$ cat config.mk
export PLATFORM = sky130hd
export DESIGN_NAME = cmc_ctl
export DESIGN_NICKNAME = d
export VERILOG_FILES = /design/src/logic/cmc_pkg.sv /design/src/logic/cmc_edge_if.sv /design/src/logic/cmc_edge_det.sv /design/src/logic/cmc_ctl.sv
export SDC_FILE = /design/constraint.sdc
export NUM_CORES = 1
export LEC_CHECK = 0
export BUFFER_PORTS_ARGS = -buffer_cell sky130_fd_sc_hd__clkbuf_2
export CORE_MARGIN = 2
export CORE_UTILIZATION = 44
export DETAILED_ROUTE_END_ITERATION = 8
export GPL_TIMING_DRIVEN = 0
export PLACE_DENSITY = 0.89
export SYNTH_ARGS = -nofsm -noshare
export SYNTH_HDL_FRONTEND = slang
export SYNTH_SLANG_ARGS = --single-unit
$ cat constraint.sdc
create_clock -name core_clk_i -period 1.4 [get_ports core_clk_i]
set_input_delay 0.28 -clock core_clk_i [delete_from_list [all_inputs] [get_ports core_clk_i]]
set_output_delay 0.28 -clock core_clk_i [all_outputs]
set_load 0.01 [all_outputs]
$ cat src/logic/cmc_pkg.sv
// Package: constants for the comparator mode and edge-interrupt control register
// Behaviour
// - The top bit of the mode register always reads zero and software writes zero there.
// - Bit six reads zero and whatever is written to it is dropped.
// - Bits three and two read as zero and writes to them have no effect.
// - Bit five enables rising-edge interrupts and bit four enables falling-edge interrupts.
// - An edge interrupt reaches the core only if its edge enable and the group enable are set.
// - The two low bits pick one of four speed/power modes and reset leaves mode two selected.
package cmc_pkg;
	// ****************************************
	// Register map
	// ****************************************
	localparam logic [7:0] CMC_MODE_ADDR = 8'h9D;
	localparam logic [7:0] CMC_MODE_RST = 8'h02;
	localparam int CMC_RSVD_BIT = 7;
	localparam int CMC_UNUSED_BIT = 6;
	localparam int CMC_RISE_BIT = 5;
	localparam int CMC_FALL_BIT = 4;
	localparam int CMC_SEL_HI = 1;
	localparam int CMC_SEL_LO = 0;
	// Only these bits are stored; the rest read zero
	localparam logic [7:0] CMC_WR_MASK = 8'h33;

	typedef enum logic [1:0] {
		CMC_MODE_FAST = 2'h0,
		CMC_MODE_MID1 = 2'h1,
		CMC_MODE_MID2 = 2'h2,
		CMC_MODE_LOWPWR = 2'h3
	} cmc_mode_t;

	function automatic logic [7:0] cmc_pack(input logic rise, input logic fall,
		input cmc_mode_t md);
		logic [7:0] v;
		v = 8'h00;
		v[CMC_RISE_BIT] = rise;
		v[CMC_FALL_BIT] = fall;
		v[CMC_SEL_HI:CMC_SEL_LO] = md;
		return v;
	endfunction : cmc_pack
endpackage : cmc_pkg

$ cat src/logic/cmc_edge_if.sv
// Interface: edge detector to register block
`timescale 1ns/10ps
interface cmc_edge_if;
	logic rise;
	logic fall;
	modport det (output rise, output fall);
	modport ctl (input rise, input fall);
endinterface : cmc_edge_if

$ cat src/logic/cmc_edge_det.sv
// Edge detector on the synchronised comparator output
`timescale 1ns/10ps
module cmc_edge_det
	import cmc_pkg::*;
(
	input wire logic clk_i,
	input wire logic rst_n_i,
	input wire logic cmp_i,
	cmc_edge_if.det edge_o
);
	logic [1:0] sync_r;
	logic [1:0] sync_nxt;
	logic last_r;
	logic last_nxt;

	always_comb begin
		sync_nxt = {sync_r[0], cmp_i};
		last_nxt = sync_r[1];
	end

	always_ff @(posedge clk_i or negedge rst_n_i) begin
		if (!rst_n_i) begin
			sync_r <= 2'h0;
			last_r <= 1'b0;
		end else begin
			sync_r <= sync_nxt;
			last_r <= last_nxt;
		end
	end

	// First stage is read only by the second stage
	assign edge_o.rise = sync_r[1] & ~last_r;
	assign edge_o.fall = ~sync_r[1] & last_r;
endmodule : cmc_edge_det

$ cat src/logic/cmc_ctl.sv
// Top: comparator mode register and edge interrupt pending logic
`timescale 1ns/10ps
module cmc_ctl
	import cmc_pkg::*;
(
	input wire logic core_clk_i,
	input wire logic rstn_i,
	input wire logic sfr_wr_i,
	input wire logic sfr_rd_i,
	input wire logic [7:0] sfr_addr_i,
	input wire logic [7:0] sfr_wdata_i,
	input wire logic cmp_out_i,
	input wire logic cmp_irq_group_en_i,
	input wire logic rise_clr_i,
	input wire logic fall_clr_i,
	output logic [7:0] sfr_rdata_o,
	output logic [1:0] cmp_mode_o,
	output logic rise_pend_o,
	output logic fall_pend_o,
	output logic cmp_irq_o
);
	// ****************************************
	// Reset release
	// ****************************************
	logic [1:0] rst_sync_r;
	logic rst_n;
	always_ff @(posedge core_clk_i or negedge rstn_i) begin
		if (!rstn_i) begin
			rst_sync_r <= 2'h0;
		end else begin
			rst_sync_r <= {rst_sync_r[0], 1'b1};
		end
	end
	assign rst_n = rst_sync_r[1];

	// ****************************************
	// Register
	// ****************************************
	logic cmp_rise_irq_en_r, cmp_rise_irq_en_nxt;
	logic cmp_fall_irq_en_r, cmp_fall_irq_en_nxt;
	cmc_mode_t mode_r, mode_nxt;
	logic rise_pend_r, rise_pend_nxt;
	logic fall_pend_r, fall_pend_nxt;
	logic irq_r, irq_nxt;
	logic [7:0] rdata_r, rdata_nxt;
	logic hit;

	cmc_edge_if eif ();
	cmc_edge_det u_det (
		.clk_i(core_clk_i),
		.rst_n_i(rst_n),
		.cmp_i(cmp_out_i),
		.edge_o(eif)
	);

	always_comb begin
		hit = (sfr_addr_i == CMC_MODE_ADDR);
		cmp_rise_irq_en_nxt = cmp_rise_irq_en_r;
		cmp_fall_irq_en_nxt = cmp_fall_irq_en_r;
		mode_nxt = mode_r;
		if (sfr_wr_i && hit) begin
			// Bits 7, 6, 3, 2 are not stored at all
			cmp_rise_irq_en_nxt = sfr_wdata_i[CMC_RISE_BIT];
			cmp_fall_irq_en_nxt = sfr_wdata_i[CMC_FALL_BIT];
			mode_nxt = cmc_mode_t'(sfr_wdata_i[CMC_SEL_HI:CMC_SEL_LO]);
		end
		// Set wins over clear so no edge is lost
		rise_pend_nxt = (rise_pend_r & ~rise_clr_i) | (eif.rise & cmp_rise_irq_en_r);
		fall_pend_nxt = (fall_pend_r & ~fall_clr_i) | (eif.fall & cmp_fall_irq_en_r);
		irq_nxt = cmp_irq_group_en_i & (rise_pend_nxt | fall_pend_nxt);
		rdata_nxt = rdata_r;
		if (sfr_rd_i && hit) begin
			rdata_nxt = cmc_pack(cmp_rise_irq_en_r, cmp_fall_irq_en_r, mode_r);
		end else if (sfr_rd_i) begin
			rdata_nxt = 8'h00;
		end
	end

	always_ff @(posedge core_clk_i or negedge rst_n) begin
		if (!rst_n) begin
			cmp_rise_irq_en_r <= CMC_MODE_RST[CMC_RISE_BIT];
			cmp_fall_irq_en_r <= CMC_MODE_RST[CMC_FALL_BIT];
			mode_r <= cmc_mode_t'(CMC_MODE_RST[CMC_SEL_HI:CMC_SEL_LO]);
			rise_pend_r <= 1'b0;
			fall_pend_r <= 1'b0;
			irq_r <= 1'b0;
			rdata_r <= 8'h00;
		end else begin
			cmp_rise_irq_en_r <= cmp_rise_irq_en_nxt;
			cmp_fall_irq_en_r <= cmp_fall_irq_en_nxt;
			mode_r <= mode_nxt;
			rise_pend_r <= rise_pend_nxt;
			fall_pend_r <= fall_pend_nxt;
			irq_r <= irq_nxt;
			rdata_r <= rdata_nxt;
		end
	end

	assign sfr_rdata_o = rdata_r;
	assign cmp_mode_o = mode_r;
	assign rise_pend_o = rise_pend_r;
	assign fall_pend_o = fall_pend_r;
	assign cmp_irq_o = irq_r;

	// ****************************************
	// Checks
	// ****************************************
	a_reserved_reads_zero: assert property (@(posedge core_clk_i) disable iff (!rst_n)
		$past(sfr_rd_i) |-> (sfr_rdata_o[CMC_RSVD_BIT] == 1'b0))
		else $error("reserved bit read non-zero");
	a_unused_reads_zero: assert property (@(posedge core_clk_i) disable iff (!rst_n)
		(sfr_rdata_o & ~CMC_WR_MASK) == 8'h00)
		else $error("unused bits read non-zero");
	a_write_mid_ignored: assert property (@(posedge core_clk_i) disable iff (!rst_n)
		sfr_rd_i && hit |=> sfr_rdata_o[3:2] == 2'h0)
		else $error("bits 3:2 not zero");
	a_rise_en_write: assert property (@(posedge core_clk_i) disable iff (!rst_n)
		sfr_wr_i && hit |=> cmp_rise_irq_en_r == $past(sfr_wdata_i[CMC_RISE_BIT]))
		else $error("rise enable not written");
	a_fall_en_write: assert property (@(posedge core_clk_i) disable iff (!rst_n)
		sfr_wr_i && hit |=> cmp_fall_irq_en_r == $past(sfr_wdata_i[CMC_FALL_BIT]))
		else $error("fall enable not written");
	a_irq_needs_group: assert property (@(posedge core_clk_i) disable iff (!rst_n)
		cmp_irq_o |-> $past(cmp_irq_group_en_i) && (rise_pend_o || fall_pend_o))
		else $error("irq without both enables");
	a_mode_write: assert property (@(posedge core_clk_i) disable iff (!rst_n)
		sfr_wr_i && hit |=> cmp_mode_o == $past(sfr_wdata_i[1:0]))
		else $error("mode not written");
	a_rise_pend_gate: assert property (@(posedge core_clk_i) disable iff (!rst_n)
		$rose(rise_pend_o) |-> $past(cmp_rise_irq_en_r) && $past(eif.rise))
		else $error("rise pend without enabled edge");
	a_set_beats_clear: assert property (@(posedge core_clk_i) disable iff (!rst_n)
		eif.fall && cmp_fall_irq_en_r |=> fall_pend_o)
		else $error("fall edge lost");
endmodule : cmc_ctl

After elaboration in Yosys (flattened, before gate mapping)

Cells that the tools add are included.

Equality and inequality tests: 1
Mux-type cells: 2
Bitwise gates (word level): 14
Reductions and logical operators: 3

Operators with widths:

| kind                 | number |
|---|---|
| $mux W8              | 2 |
| $eq A8 B8 Y1 const B | 1 |
| $and A1 B1 Y1        | 7 |
| $not A1 Y1           | 4 |
| $or A1 B1 Y1         | 3 |
| $logic_and A1 B1 Y1  | 2 |
| $reduce_bool A2 Y1   | 1 |

Bits in registers: 20
Input port bits: 24
Output and inout bits: 13
Word-level logic and storage cells: 30

Longest topological paths before layout

Word-level depth: 6
Depth in mapped cells: 3
Mapped depth without buffers: 3

Hierarchy

Synthesis repeated with hierarchy kept, for this count alone.

Cell total of the unflattened synthesis: 53
Area, all modules: 643.1 µm²

Modules (own cells, without submodules):

| module       | times used | cells an instance | area each (µm²) | sequential area each (µm²) |
|---|---|---|---|---|
| cmc_ctl      | 1          | 48                | 553.0           | 326.6 |
| cmc_edge_det | 1          | 5                 | 90.1            | 75.1 |

Worst setup path after synthesis

OpenSTA, ideal clock, no wires.

Path type: input -> register
Start: input port sfr_addr_i[1]
End: register cmp_fall_irq_en_r
Setup time: 0.125 ns
Arrival: 0.979 ns
Required time: 1.275 ns
Path slack: 0.296 ns
Stages: 3
Path buffers: 0
Path through: and4bb_2 -> nand4_4 -> mux2_2

Word-level cells in the longest chain between the ends: 2

Ends and longest elaborated chain:

| item                 | line          | RTL |
|---|---|---|
| from (decl)          | cmc_ctl.sv:10 | `input wire logic [7:0] sfr_addr_i,` |
| $eq A8 B8 Y1         | cmc_ctl.sv:57 | `hit = (sfr_addr_i == CMC_MODE_ADDR);` |
| $logic_and A1 B1 Y1  | cmc_ctl.sv:61 | `if (sfr_wr_i && hit) begin` |
| to (signal assigned) | cmc_ctl.sv:82 | `cmp_fall_irq_en_r <= CMC_MODE_RST[CMC_FALL_BIT];` |
| to (signal assigned) | cmc_ctl.sv:90 | `cmp_fall_irq_en_r <= cmp_fall_irq_en_nxt;` |
| to (decl)            | cmc_ctl.sv:40 | `logic cmp_fall_irq_en_r, cmp_fall_irq_en_nxt;` |

Every way passes these cells.
A chain may end at the register's enable or synchronous reset.

Final worst setup path

Start: register mode_r[1], in the netlist cmp_mode_o[1]
End: output port cmp_mode_o[1]

RTL lines:

| item                   | line          | RTL |
|---|---|---|
| from (decl)            | cmc_ctl.sv:41 | `cmc_mode_t mode_r, mode_nxt;` |
| from (signal assigned) | cmc_ctl.sv:83 | `mode_r <= cmc_mode_t'(CMC_MODE_RST[CMC_SEL_HI:CMC_SEL_LO]);` |
| from (signal assigned) | cmc_ctl.sv:91 | `mode_r <= mode_nxt;` |
| to (decl)              | cmc_ctl.sv:17 | `output logic [1:0] cmp_mode_o,` |

No word-level cell between the ends.

==> summary.md <==
| Metric | Value |
|---|---|
| Worst-path fanout max | 3 |
| Clock buffer depth | 2 |
| Drt drc | 0 |
| Max Freq | 801 MHz |
| Vias/cell | 4.79 |
| Core region area | 1320 sq um |
| CTS root buf | clkbuf_4 |
| Crit. End Element | output pin |
| Fin Clk Skew | 3.60 ps |
| Critical Path AT | 970 ps |
| Pwr per Cell Area | 1030 nW/um^2 |
| Site Rows | 13 |
| Post-route ant nets | 0 |
| Max stage delay on crit path | 550 ps |
| Synth Instances | 51 |
| Synth cell types | 15 |
| Cell taking the most area after synthesis | dfrtp_1 |
| Lkg Pwr | 0.443 nW |
| Reg clk slew, reported paths | 90 ps |
| Initial antenna violation count | 0 |
| Clock sinks | 16 |
| CP cell instances | clkbuf_2 |
| Final Hold Viols | 0 |
| Die width | 41.9 um |
| Vias in the first global route | 480 |
| Finished Cell Area | 842 sq um |
| H-tree Lvls | 1 |
| Via Count | 484 |
| Max_cap viols | 0 |
| Routed Wire Length | 1.22 mm |
| Fin crit period | 1250 ps |
| Period utilisation layout | 89.1% |
| Initial Util | 47.9% |
| Mean Syn Cell Area | 12.4 sq um |
| Synthesized area | 631 sq um |
| HP Class | in2reg |
| Worst Tran Pin Value | 530 ps |
| Final Power | 0.867 mW |
| Status | finished clean |
| Slew Limit Fails | 0 |
| Number of buffers created by CTS | 3 |
| IO Pins | 37 |
| Yosys reg bits | 16 |
| Worst VDD drop | 0.000754 V |
| Setup CP Type | reg2out |
| # nets final | 111 |
| Congestion Overflow GR | 0 |
| GPL Wtd Cong | 0.760 |
| Kind of cell adding the most delay to the critical path | flip-flops |
| Layout cells sized above 1 | 48.8% |
| Post-CTS sizing | 0 |
| DR iter-0 viols | 10 |
| Syn-to-layout area delta | 33.5% |
| DRT Pass-1 Iters | 4 |
| Die footprint | 1750 sq um |
| Share of the yosys chip area belonging to registers | 63.7% |
| Largest net degree at the start of global routing | 15 |
| # setup viols final | 0 |
| Number of diodes | 0 |
| IO Port Bufs | 27 |
| Drt wl/cell | 12.0 um |
| Area share of the largest cell type after synthesis | 59.5% |
| RSZ-0062 raised after global routing | no |
| Die Ht | 41.9 um |
| Global Route Usage Sum | 15.5% |
| Detailed Place HPWL | 956 um |
| Ys Warns | 0 |
| First-pass GRT wire length | 1.98 mm |
| CP Launch Type | flip-flop |
| WP buf/inv | 1 |
| Clk_lat worst skew | 280 ps |
| Area post-placement | 796 sq um |
| Rel. slew slack | 64.7% |
| Worst path required time | 1120 ps |
| CTS tree | yes |
| Area contributors post-synth | dfrtp_1 (60%), mux2_2 (7.1%), o22ai_1 (6.0%), buf_4 (4.8%), dfstp_2 (4.2%) |
| Setup TNS | 0 ps |
| Crit-path slowest cell | dfstp_2 |
-- timing repair --
item                                   4_1_cts  5_1_grt
endpoints found under the hold margin        2        0
setup buffers                                0        0
hold buffers                                 1        0
-- cells in the mapped netlist, drive strengths merged --
cell type  count
nand3          1
o22ai          6
and2           1
mux2           4
dfstp          1
nand2          6
dfrtp         15
buf            5
and2b          1
inv            6
nand4          1
conb           2
and4bb         1
o21a           1
-- worst paths after layout --
path,startpoint,to,slack (ps),depth (start not counted)
worst max-delay path,cmp_mode_o[1]$_DFFE_PN1P_,cmp_mode_o[1],150,1
worst min-delay path,cmp_out_i,u_det.sync_r[0]$_DFF_PN0_,100,1
worst max register to register,cmp_rise_irq_en_r$_DFFE_PN0P_,cmp_irq_o$_DFF_PN0_,530,3
worst min register to register,rst_sync_r[1]$_DFF_PN0_,cmp_rise_irq_en_r$_DFFE_PN0P_,220,0
max in group asynchronous,rst_sync_r[1]$_DFF_PN0_,cmp_mode_o[1]$_DFFE_PN1P_,820,0
min in group asynchronous,rst_sync_r[1]$_DFF_PN0_,cmp_rise_irq_en_r$_DFFE_PN0P_,220,0
-- routing by layer --
metal  global-route usage, %  share of wire [%]
met5                       0                  0
met4                    11.6               0.90
met3                    2.61                6.6
met2                    27.8                 55
met1                    15.7                 37
-- per-stage QoR --
step | worst slack, ps | instances | util [%] | hold WS [ps]
finish | 152 | 101 | 63.9 | 99.2
global placement | 190 | 96 | 60.4 | 66.5
global route | 120 | 101 | 63.9 | 77.4
CTS | 144 | 101 | 63.9 | 89.3
floorplan | 296 | 54 | - | -15.6
detailed placement | 173 | 96 | 60.4 | 67.3
-- state kept, by name, summed over array words and instances (netlist names) --
name,cells
sfr_rdata_o,4
rst_sync_r,2
fall_pend_o,1
cmp_fall_irq_en_r,1
rise_pend_o,1
u_det.sync_r,2
cmp_rise_irq_en_r,1
u_det.last_r,1
cmp_mode_o,2
cmp_irq_o,1
-- cell type report --
type | instances | area (sq um)
Buffer | 5 | 33.8
Inverter | 6 | 22.5
Clock buffer | 4 | 36.3
Fill cell | 120 | 475
Sequential cell | 16 | 402
Multi-Input combinational cell | 27 | 184
Tap cell | 15 | 18.8
Timing Repair Buffer | 28 | 145
-- cells in the final DEF, fill, tap and decap left out, types with 3 or more instances in the layout --
cell type,instances
buf_4,4
clkbuf_4,3
o22ai_1,6
inv_1,6
clkbuf_2,27
nand2_1,6
dfrtp_1,15
mux2_2,4
conb_1,5
-- logic make-up after synthesis --
group / after synthesis / synth area share [%]
other: 2 / 1.19
AOI/OAI and AO/OA: 7 / 7.14
DFF: 16 / 63.7
and+or+nand+nor: 11 / 11.9
muxes: 4 / 7.14
buffers and inverters: 11 / 8.93
-- power by group --
part	total, mW	leakage [nW]	internal, mW	switching (mW)
clock network	0.302	0.0210	0.158	0.144
registers	0.494	0.208	0.478	0.0154
logic	0.0711	0.215	0.0408	0.0303
total	0.867	0.443	0.677	0.190
(Power assumes the default switching activity.)
